File: src/design/tmr8_defines.svh
// register offsets, field positions and reset values of the 8-bit timer
`ifndef TMR8_DEFINES_SVH
`define TMR8_DEFINES_SVH

`define TMR8_ADDR_W 12
`define TMR8_OFS_CTRL_A 12'h000
`define TMR8_OFS_CTRL_B 12'h004
`define TMR8_OFS_COUNT 12'h008
`define TMR8_OFS_CMP_A 12'h00c
`define TMR8_OFS_CMP_B 12'h010
`define TMR8_OFS_FLAGS 12'h014
`define TMR8_OFS_MASK 12'h018

`define TMR8_CA_WGM0 0
`define TMR8_CA_WGM1 1
`define TMR8_CA_COMB_LSB 4
`define TMR8_CA_COMA_LSB 6
`define TMR8_CB_CS_LSB 0
`define TMR8_CB_WGM2 3
`define TMR8_CB_FORCE_B 6
`define TMR8_CB_FORCE_A 7

`define TMR8_FL_OVF 0
`define TMR8_FL_MATCH_A 1
`define TMR8_FL_MATCH_B 2

`define TMR8_RST_BYTE 8'h00
`define TMR8_MAX 8'hff
`define TMR8_BOTTOM 8'h00

`endif

File: src/design/tmr8_pkg.sv
// types shared by the 8-bit timer and its bench
package tmr8_pkg;
    // compare pin bundle: level and active-low output enable per channel
    typedef struct packed {
        logic [1:0] level;
        logic [1:0] oeN;
    } tmr8_pin_type;

    // count direction of the dual-slope modes
    typedef enum logic {
        TMR8_UP,
        TMR8_DOWN
    } tmr8_dir_type;
endpackage

File: src/design/tmr8_counter_compare.sv
// 8-bit timer/counter with two compare channels behind an APB slave
//
// What this block does
// clock select zero gives no timer tick; counter stays stopped.
// counter is 8-bit up/down; each tick clears, increments or decrements it.
// software can read and write the counter at any time.
// software counter write beats any same-cycle clear or count.
// three-bit waveform mode: two low bits in control A, high bit in B.
// counter equal to compare value sets that match flag on the next tick.
// enabled flag raises interrupt request; service acknowledge clears it.
// writing one to a flag bit clears it; zero leaves it.
// PWM modes double-buffer compare values, loaded at top or bottom.
// compare accesses reach the buffer in PWM modes, else the active value.
// force strobe in non-PWM modes acts on output only, no flag, no clear.
// any counter write blocks all compare matches on the next tick.
// output action field is unbuffered; applies from the next match.
// reset clears each compare output state bit.
// nonzero output action routes compare output to pin; direction unchanged.
// output action zero leaves the compare output state on a match.
// output action never changes the counting sequence.
// mode zero only increments, never clears, wraps 0xFF to 0x00.
// mode zero sets overflow when counter becomes zero; cleared by service acknowledge or by writing one.
// mode zero accepts a counter write at any moment.
// changing modes keeps the compare output state bits.
// software should set compare output before enabling pin as output.
// mode two clears the counter on match with compare value A.
// modes three and seven are fast PWM, top 0xFF or compare A.
// modes one and five are phase correct PWM, top 0xFF or compare A.
// the timer tick is a one-cycle enable in the system clock domain.
//
// The implementer's own choices: the register offsets and the APB register port.
`timescale 1ns/1ps
`include "tmr8_defines.svh"

module tmr8_counter_compare #(
    parameter int CNT_W = 8
) (
    input wire logic clk_sys,
    input wire logic rst,
    input wire logic psel,
    input wire logic penable,
    input wire logic pwrite,
    input wire logic [`TMR8_ADDR_W-1:0] paddr,
    input wire logic [31:0] pwdata,
    output logic [31:0] prdata,
    output logic pready,
    output logic pslverr,
    input wire logic tickIn,
    input wire logic [2:0] intAck,
    output logic [2:0] irqReq,
    input wire logic [1:0] portData,
    input wire logic [1:0] portDir,
    output tmr8_pkg::tmr8_pin_type pins
);

    // the compare and counter datapath is built for one byte only
    if (CNT_W != 8) begin : g_bad_width
        $error("tmr8_counter_compare supports CNT_W of 8 only");
    end

    logic [7:0] timerControlAReg;
    logic [3:0] timerControlBReg;
    logic [7:0] counterValueReg;
    logic [7:0] counterValueNext;
    tmr8_pkg::tmr8_dir_type dirReg;
    tmr8_pkg::tmr8_dir_type dirNext;
    logic overflowFlagReg;
    logic [2:0] maskReg;
    logic blockReg;
    logic preadyReg;
    logic pslverrReg;
    logic [31:0] prdataReg;
    logic [2:0] irqReg;
    tmr8_pkg::tmr8_pin_type pinsReg;
    logic [7:0] readMux;
    logic addrHit;
    logic [7:0] cmpAct [2];
    logic [7:0] cmpBuf [2];
    logic [1:0] matchFlagVec;
    logic [1:0] ocVec;
    logic [1:0] comVec [2];
    logic ovfEvent;
    logic bufLoad;
    logic bottomEvent;

    // bus qualifiers: one wait state, write lands at the completing edge
    wire access = psel && penable;
    wire xferDone = access && preadyReg;
    wire wr = xferDone && pwrite;
    wire wrCount = wr && (paddr == `TMR8_OFS_COUNT);
    wire wrCtrlA = wr && (paddr == `TMR8_OFS_CTRL_A);
    wire wrCtrlB = wr && (paddr == `TMR8_OFS_CTRL_B);
    wire wrFlags = wr && (paddr == `TMR8_OFS_FLAGS);
    wire wrMask = wr && (paddr == `TMR8_OFS_MASK);

    // mode field assembled from both control registers
    // mode bits split
    wire [2:0] waveMode = {timerControlBReg[`TMR8_CB_WGM2], timerControlAReg[`TMR8_CA_WGM1],
        timerControlAReg[`TMR8_CA_WGM0]};
    wire [2:0] clockSelect = timerControlBReg[`TMR8_CB_CS_LSB +: 3];
    wire pwmMode = waveMode[0];
    wire fastMode = (waveMode == 3'd3) || (waveMode == 3'd7);
    wire [7:0] topValue = waveMode[2] ? cmpAct[0] : `TMR8_MAX;

    // gated tick
    // single-cycle enable
    wire tick = tickIn && (clockSelect != 3'd0);

    // control registers; force strobes are not stored
    always_ff @(posedge clk_sys or posedge rst) begin
        if (rst) begin
            timerControlAReg <= `TMR8_RST_BYTE;
            timerControlBReg <= 4'h0;
        end else begin
            if (wrCtrlA) begin
                timerControlAReg <= pwdata[7:0];
            end
            if (wrCtrlB) begin
                timerControlBReg <= pwdata[3:0];
            end
        end
    end

    // counting sequence by mode, then the cpu write on top
    always_comb begin
        counterValueNext = counterValueReg;
        dirNext = (waveMode[0] && !waveMode[1]) ? dirReg : tmr8_pkg::TMR8_UP;
        ovfEvent = 1'b0;
        bufLoad = 1'b0;
        bottomEvent = 1'b0;
        if (tick) begin
            unique case (waveMode)
                // dual slope
                3'd1, 3'd5: begin
                    dirNext = dirReg;
                    if (dirReg == tmr8_pkg::TMR8_UP) begin
                        if (counterValueReg == topValue) begin
                            dirNext = tmr8_pkg::TMR8_DOWN;
                            counterValueNext = counterValueReg - 8'h01;
                            bufLoad = 1'b1;
                        end else begin
                            counterValueNext = counterValueReg + 8'h01;
                        end
                    end else if (counterValueReg == `TMR8_BOTTOM) begin
                        dirNext = tmr8_pkg::TMR8_UP;
                        counterValueNext = counterValueReg + 8'h01;
                        ovfEvent = 1'b1;
                    end else begin
                        counterValueNext = counterValueReg - 8'h01;
                    end
                end
                // single slope
                3'd3, 3'd7: begin
                    if (counterValueReg == topValue) begin
                        counterValueNext = `TMR8_BOTTOM;
                        ovfEvent = 1'b1;
                        bufLoad = 1'b1;
                        bottomEvent = 1'b1;
                    end else begin
                        counterValueNext = counterValueReg + 8'h01;
                    end
                end
                // clear on compare A
                3'd2: begin
                    ovfEvent = (counterValueReg == `TMR8_MAX);
                    if (counterValueReg == cmpAct[0]) begin
                        counterValueNext = `TMR8_BOTTOM;
                    end else begin
                        counterValueNext = counterValueReg + 8'h01;
                    end
                end
                // plain increment
                default: begin
                    counterValueNext = counterValueReg + 8'h01;
                    ovfEvent = (counterValueReg == `TMR8_MAX);
                end
            endcase
        end
        // write has priority
        // write at any moment
        if (wrCount) begin
            counterValueNext = pwdata[7:0];
            ovfEvent = 1'b0;
        end
    end

    // counter and direction
    // sequence set by mode only
    always_ff @(posedge clk_sys or posedge rst) begin
        if (rst) begin
            counterValueReg <= `TMR8_RST_BYTE;
            dirReg <= tmr8_pkg::TMR8_UP;
        end else begin
            counterValueReg <= counterValueNext;
            dirReg <= dirNext;
        end
    end

    // block matches for one tick after a counter write
    always_ff @(posedge clk_sys or posedge rst) begin
        if (rst) begin
            blockReg <= 1'b0;
        end else if (wrCount) begin
            blockReg <= 1'b1;
        end else if (tick) begin
            blockReg <= 1'b0;
        end
    end

    // overflow flag, set beats clear
    // service acknowledge clears
    always_ff @(posedge clk_sys or posedge rst) begin
        if (rst) begin
            overflowFlagReg <= 1'b0;
        end else if (ovfEvent) begin
            overflowFlagReg <= 1'b1;
        end else if (intAck[0] || (wrFlags && pwdata[`TMR8_FL_OVF])) begin
            overflowFlagReg <= 1'b0;
        end
    end

    // per-channel compare value, flag and output state
    for (genvar c = 0; c < 2; c++) begin : g_ch
        localparam logic [`TMR8_ADDR_W-1:0] OFS = (c == 0) ? `TMR8_OFS_CMP_A : `TMR8_OFS_CMP_B;
        localparam int COM_LSB = (c == 0) ? `TMR8_CA_COMA_LSB : `TMR8_CA_COMB_LSB;
        localparam int FORCE_BIT = (c == 0) ? `TMR8_CB_FORCE_A : `TMR8_CB_FORCE_B;
        localparam int FLAG_BIT = (c == 0) ? `TMR8_FL_MATCH_A : `TMR8_FL_MATCH_B;
        logic [7:0] actReg;
        logic [7:0] bufReg;
        logic flagReg;
        logic ocReg;
        logic ocNext;
        // action field read live, no buffering
        wire [1:0] com = timerControlAReg[COM_LSB +: 2];
        wire wrCmp = wr && (paddr == OFS);
        wire match = tick && !blockReg && (counterValueReg == actReg);
        wire force_ = wrCtrlB && pwdata[FORCE_BIT] && !pwmMode;

        // buffer loads active at top or bottom
        // direct access outside pwm
        always_ff @(posedge clk_sys or posedge rst) begin
            if (rst) begin
                bufReg <= `TMR8_RST_BYTE;
                actReg <= `TMR8_RST_BYTE;
            end else begin
                if (wrCmp) begin
                    bufReg <= pwdata[7:0];
                end
                if (wrCmp && !pwmMode) begin
                    actReg <= pwdata[7:0];
                end else if (bufLoad && pwmMode) begin
                    actReg <= bufReg;
                end
            end
        end

        // flag set on tick
        // write one clears
        always_ff @(posedge clk_sys or posedge rst) begin
            if (rst) begin
                flagReg <= 1'b0;
            end else if (match) begin
                flagReg <= 1'b1;
            end else if (intAck[FLAG_BIT] || (wrFlags && pwdata[FLAG_BIT])) begin
                flagReg <= 1'b0;
            end
        end

        // output action per mode family
        // action zero keeps state
        always_comb begin
            ocNext = ocReg;
            if (!pwmMode) begin
                // force acts like a match on the output only
                if (match || force_) begin
                    unique case (com)
                        2'd1: ocNext = !ocReg;
                        2'd2: ocNext = 1'b0;
                        2'd3: ocNext = 1'b1;
                        default: ocNext = ocReg;
                    endcase
                end
            end else if (fastMode) begin
                if (match) begin
                    if (com == 2'd2) begin
                        ocNext = 1'b0;
                    end else if (com == 2'd3) begin
                        ocNext = 1'b1;
                    end else if (com == 2'd1 && c == 0 && waveMode[2]) begin
                        ocNext = !ocReg;
                    end
                end
                if (bottomEvent && com[1]) begin
                    ocNext = !com[0];
                end
            end else if (match && com[1]) begin
                ocNext = (dirReg == tmr8_pkg::TMR8_DOWN) ^ com[0];
            end
        end

        // cleared on reset
        // untouched by mode change
        always_ff @(posedge clk_sys or posedge rst) begin
            if (rst) begin
                ocReg <= 1'b0;
            end else begin
                ocReg <= ocNext;
            end
        end

        assign cmpAct[c] = actReg;
        assign cmpBuf[c] = bufReg;
        assign matchFlagVec[c] = flagReg;
        assign ocVec[c] = ocReg;
        assign comVec[c] = com;
    end

    // interrupt mask register
    always_ff @(posedge clk_sys or posedge rst) begin
        if (rst) begin
            maskReg <= 3'h0;
        end else if (wrMask) begin
            maskReg <= pwdata[2:0];
        end
    end

    // masked requests
    always_ff @(posedge clk_sys or posedge rst) begin
        if (rst) begin
            irqReg <= 3'h0;
        end else begin
            irqReg <= {matchFlagVec, overflowFlagReg} & maskReg;
        end
    end

    // pin override, direction from port
    always_ff @(posedge clk_sys or posedge rst) begin
        if (rst) begin
            pinsReg <= '{level: 2'h0, oeN: 2'h3};
        end else begin
            for (int i = 0; i < 2; i++) begin
                pinsReg.level[i] <= (comVec[i] != 2'd0) ? ocVec[i] : portData[i];
                pinsReg.oeN[i] <= !portDir[i];
            end
        end
    end

    // read mux, compare view depends on buffering
    always_comb begin
        readMux = 8'h00;
        addrHit = 1'b1;
        unique case (paddr)
            `TMR8_OFS_CTRL_A: readMux = timerControlAReg;
            `TMR8_OFS_CTRL_B: readMux = {4'h0, timerControlBReg};
            `TMR8_OFS_COUNT: readMux = counterValueReg;
            `TMR8_OFS_CMP_A: readMux = pwmMode ? cmpBuf[0] : cmpAct[0];
            `TMR8_OFS_CMP_B: readMux = pwmMode ? cmpBuf[1] : cmpAct[1];
            `TMR8_OFS_FLAGS: readMux = {5'h00, matchFlagVec, overflowFlagReg};
            `TMR8_OFS_MASK: readMux = {5'h00, maskReg};
            default: addrHit = 1'b0;
        endcase
    end

    // apb answer: ready one cycle into the access phase
    always_ff @(posedge clk_sys or posedge rst) begin
        if (rst) begin
            preadyReg <= 1'b0;
            pslverrReg <= 1'b0;
            prdataReg <= 32'h0;
        end else begin
            preadyReg <= access && !preadyReg;
            if (access && !preadyReg) begin
                pslverrReg <= !addrHit;
                prdataReg <= {24'h0, readMux};
            end else begin
                pslverrReg <= 1'b0;
            end
        end
    end

    assign prdata = prdataReg;
    assign pready = preadyReg;
    assign pslverr = pslverrReg;
    assign irqReq = irqReg;
    assign pins = pinsReg;
endmodule

File: config.mk
export PLATFORM = sky130hd
export DESIGN_NAME = tmr8_counter_compare
export DESIGN_NICKNAME = d
export VERILOG_FILES = /design/src/design/tmr8_pkg.sv /design/src/design/tmr8_counter_compare.sv
export VERILOG_INCLUDE_DIRS = /design/src /design/src/design
export SDC_FILE = /design/constraint.sdc
export NUM_CORES = 1
export LEC_CHECK = 0
export ABC_AREA = 1
export BUFFER_PORTS_ARGS = -buffer_cell sky130_fd_sc_hd__buf_2
export CAP_MARGIN = 40
export CORE_AREA = 2 2 106 108
export CTS_CLUSTER_SIZE = 20
export DETAILED_ROUTE_END_ITERATION = 7
export DIE_AREA = 0 0 108 110
export HOLD_SLACK_MARGIN = 0.15
export PLACE_DENSITY = 0.79
export SLEW_MARGIN = 20
export SYNTH_ARGS = -nofsm -noshare
export SYNTH_HDL_FRONTEND = slang
export SYNTH_SLANG_ARGS = --single-unit
export TNS_END_PERCENT = 20
File: constraint.sdc
create_clock -name clk_sys -period 3 [get_ports clk_sys]
set_input_delay 0.45 -clock clk_sys [delete_from_list [all_inputs] [get_ports clk_sys]]
set_output_delay 0.45 -clock clk_sys [all_outputs]
set_load 0.05 [all_outputs]
==> flow_summary_export.csv <==
group,metric,value,unit
synth,ys_warn_count,0,
sta,rsz0062_at_grt,"no",
sta,fin_skew,0.0172,ns
pwr,ir_worst_vdd,0.000282,V
floorplan,die_x,108,um
clock_network,cts.root.buffer_cell,"clkbuf_8",
final_layout,fin_nets,859,
floorplan,io-pin-count,98,
sta,finalSetupTns,0,ns
pwr,power-per-cell-area,370,mW/mm2
routing,drt_iter0_drc,494,
clock_network,numCtsBuffers,9,
worst_hold_path,whs_path_depth,2,
worst_setup_path,worst_setup_path_start_kind,"register",
final_layout,regArea,0.00198,mm2
synth,netlist_instances,753,
global_routing,grt-ovfl-total,0,
sta,fmax,0.436,GHz
floorplan,rows,38,
sta,slew_headroom,50.6,%
final_layout,diodes,0,
worst_setup_path,r2r-end,"g_ch[1].actReg[6]$_DFFE_PP0P_",
global_routing,grt_util_all_layers,26.4,%
synth,synthDistinctLibCells,46,
place,io_buffers,49,
synth,async_flop_share,100,%
worst_hold_path,holdPathEnd,"pins[1]$_DFF_PP1_",
global_routing,grt_pass1_wl,24100,um
synth,synthesis.area,0.00524,mm2
run_status,outcome,"finished, final reports clean",
sta,final.period_utilization,76.5,%
floorplan,dieArea,0.0119,mm2
worst_setup_path,worst-endpoint-required,3.26,ns
worst_setup_path,end_kind,"register",
worst_hold_path,hold_start,"portDir[1]",
worst_setup_path,cp.arrival,2.56,ns
worst_setup_path,reg2regPathDepth,13,
sta,setup_viol,0,
sta,tightest_slew,0.738,ns
place,gp_congestion,0.931,
routing,drc_errors,0,
pwr,power,2.13,mW
final_layout,fill_cells,1077,
sta,post-route-min-period,2.29,ns
final_layout,final_layout_size_suffix_gt1_share,12.9,%
synth,avgSynthCellArea,6.96,um2
floorplan,die_y,110,um
floorplan,start_util,49.0,%
final_layout,multi_input_area,0.00270,mm2
worst_hold_path,worstHoldPathType,"in2reg",
routing,via_count,5217,
routing,viasPerCell,5.53,
clock_network,worst_skew_pair.late_latency,0.37,ns
routing,drtAntennaViolNets,0,
clock_network,clkSinkCount,79,
final_layout,mostFrequentLayoutCell,"nand2_1",
clock_network,postCtsHoldBufs,1,
clock_network,htree_levels,3,
place,dp_hpwl,11000,um
synth,ys.flop_type,"dfrtp_1",
worst_setup_path,worst-setup-path-type,"reg2reg",
synth,yosysSeqAreaShare,37.8,%
clock_network,cts_max_path_buffers,2,
synth,ys_ff_latch,79,
global_routing,grt_pass1_vias,4785,
global_routing,grt_max_degree,44,
clock_network,path_clk_slew,0.10,ns
global_routing,antenna_found_initial,1,
pwr,power_leakage,2.96,nW
routing,drt_wl_total,14700,um
floorplan,core_area,0.0107,mm2
worst_setup_path,reg2reg_slack,0.71,ns
routing,drt_first_pass_iters,6,
clock_network,cts_resized,0,
worst_setup_path,r2r-start,"counterValueReg[5]$_DFFE_PP0P_",
sta,hold_violations,0,
job,cap_violations,0,
sta,drv_slew,0,
routing,routedWlPerCell,15.6,um
synth,synth_enable_flop_cells,0,
worst_setup_path,critPathMaxFanout,10,
clock_network,cts_setup_buffers,0,
final_layout,area_growth,9.74,%
clock_network,cts_tree,"yes",
final_layout,layout_common_cells,"nand2_1, inv_1, dfrtp_1",
metrics by stage:
stage / cells / area [um2] / setup WS, ns / utilization [%] / hold slack, ns
after floorplan: 776 / 5330 / 0.530 / - / 0.436
after global placement: 927 / 5530 / 0.560 / 51.7 / 0.445
after detailed placement: 927 / 5530 / 0.459 / 51.7 / 0.453
after CTS: 944 / 5750 / 0.744 / 53.7 / 0.167
after global routing: 944 / 5750 / 0.496 / 53.7 / 0.166
final: 944 / 5750 / 0.706 / 53.7 / 0.176
cell type report:
type / count / area share, %
multi-input cells: 556 / 47.0
flip-flops and latches: 79 / 34.4
inverters: 95 / 6.27
repair buffers: 58 / 5.70
well taps: 140 / 3.05
clock buffers: 11 / 2.46
clock inverters: 5 / 1.11
metal layers:
metal / track usage [%] / share of wire, %
met1: 34.9 / 41
met2: 42.8 / 46
met3: 4.64 / 9.4
met4: 11.6 / 3.5
met5: 0 / 0.11
power breakdown:
part | switching (mW) | internal (mW) | leakage (nW)
combinational | 0.169 | 0.0360 | 1.85
sequential | 0.00520 | 1.07 | 1.01
clock | 0.430 | 0.415 | 0.101
total | 0.604 | 1.52 | 2.96
critical path, stage by stage, from the launching register on:
cell      delay, ns
dfrtp_1        0.60
inv_2          0.15
nand2_1        0.09
nand2_1        0.08
nor2_4         0.10
nand3_2        0.08
nor2_4         0.19
nand2_4        0.12
a21oi_4        0.29
inv_4          0.12
nand2_4        0.13
o211ai_1       0.11
nand2_1        0.08
inv_1          0.04
state kept, by name, indices dropped and copies added, names as in the netlist:
register          count
dirReg                1
g_ch.ocReg            2
counterValueReg       8
blockReg              1
pready                1
timerControlAReg      8
pins                  4
maskReg               3
overflowFlagReg       1
timerControlBReg      4
g_ch.flagReg          2
pslverr               1
prdata                8
g_ch.bufReg          16
g_ch.actReg          16
irqReq                3
cells by family after synthesis:
| kind of cell | after synthesis | share of synthesized area (%) |
|---|---|---|
| simple gates | 388 | 32.2 |
| buf+inv | 141 | 12.3 |
| compound gates | 123 | 13.9 |
| flops | 79 | 37.8 |
| xor+xnor | 15 | 2.51 |
| fa+ha+maj | 3 | 0.717 |
| mux | 3 | 0.573 |
| other cells | 1 | 0.0716 |
how the worst max path moves through the flow:
stage / startpoint / endpoint / slack [ns] / depth (start not counted)
2_1_floorplan: rst / blockReg$_DFFE_PP0P_ / 0.53 / 1
3_3_place_gp: paddr[1] / g_ch[1].actReg[6]$_DFFE_PP0P_ / 0.56 / 11
3_5_place_dp: paddr[1] / g_ch[1].actReg[7]$_DFFE_PP0P_ / 0.46 / 11
4_1_cts: counterValueReg[5]$_DFFE_PP0P_ / g_ch[1].actReg[7]$_DFFE_PP0P_ / 0.74 / 13
5_1_grt: counterValueReg[5]$_DFFE_PP0P_ / g_ch[1].actReg[6]$_DFFE_PP0P_ / 0.50 / 13
6_report: counterValueReg[5]$_DFFE_PP0P_ / g_ch[1].actReg[6]$_DFFE_PP0P_ / 0.71 / 13
synthesized netlist by cell type, drive strengths merged, types with 4 or more instances:
library cell / n / share of area (%)
inv: 94 / 6.8
o211ai: 13 / 1.9
o21ai: 66 / 6.4
nand2: 229 / 17
xor2: 14 / 2.3
nand4: 16 / 2.1
dfrtp: 77 / 37
nor2: 58 / 4.5
o31ai: 4 / 0.67
buf: 34 / 4.6
nand3: 65 / 6.3
nor3: 13 / 1.2
o22ai: 11 / 1.3
a21oi: 20 / 2.1
clkbuf: 12 / 0.86
Note: power is estimated with default switching activity, not from simulation.
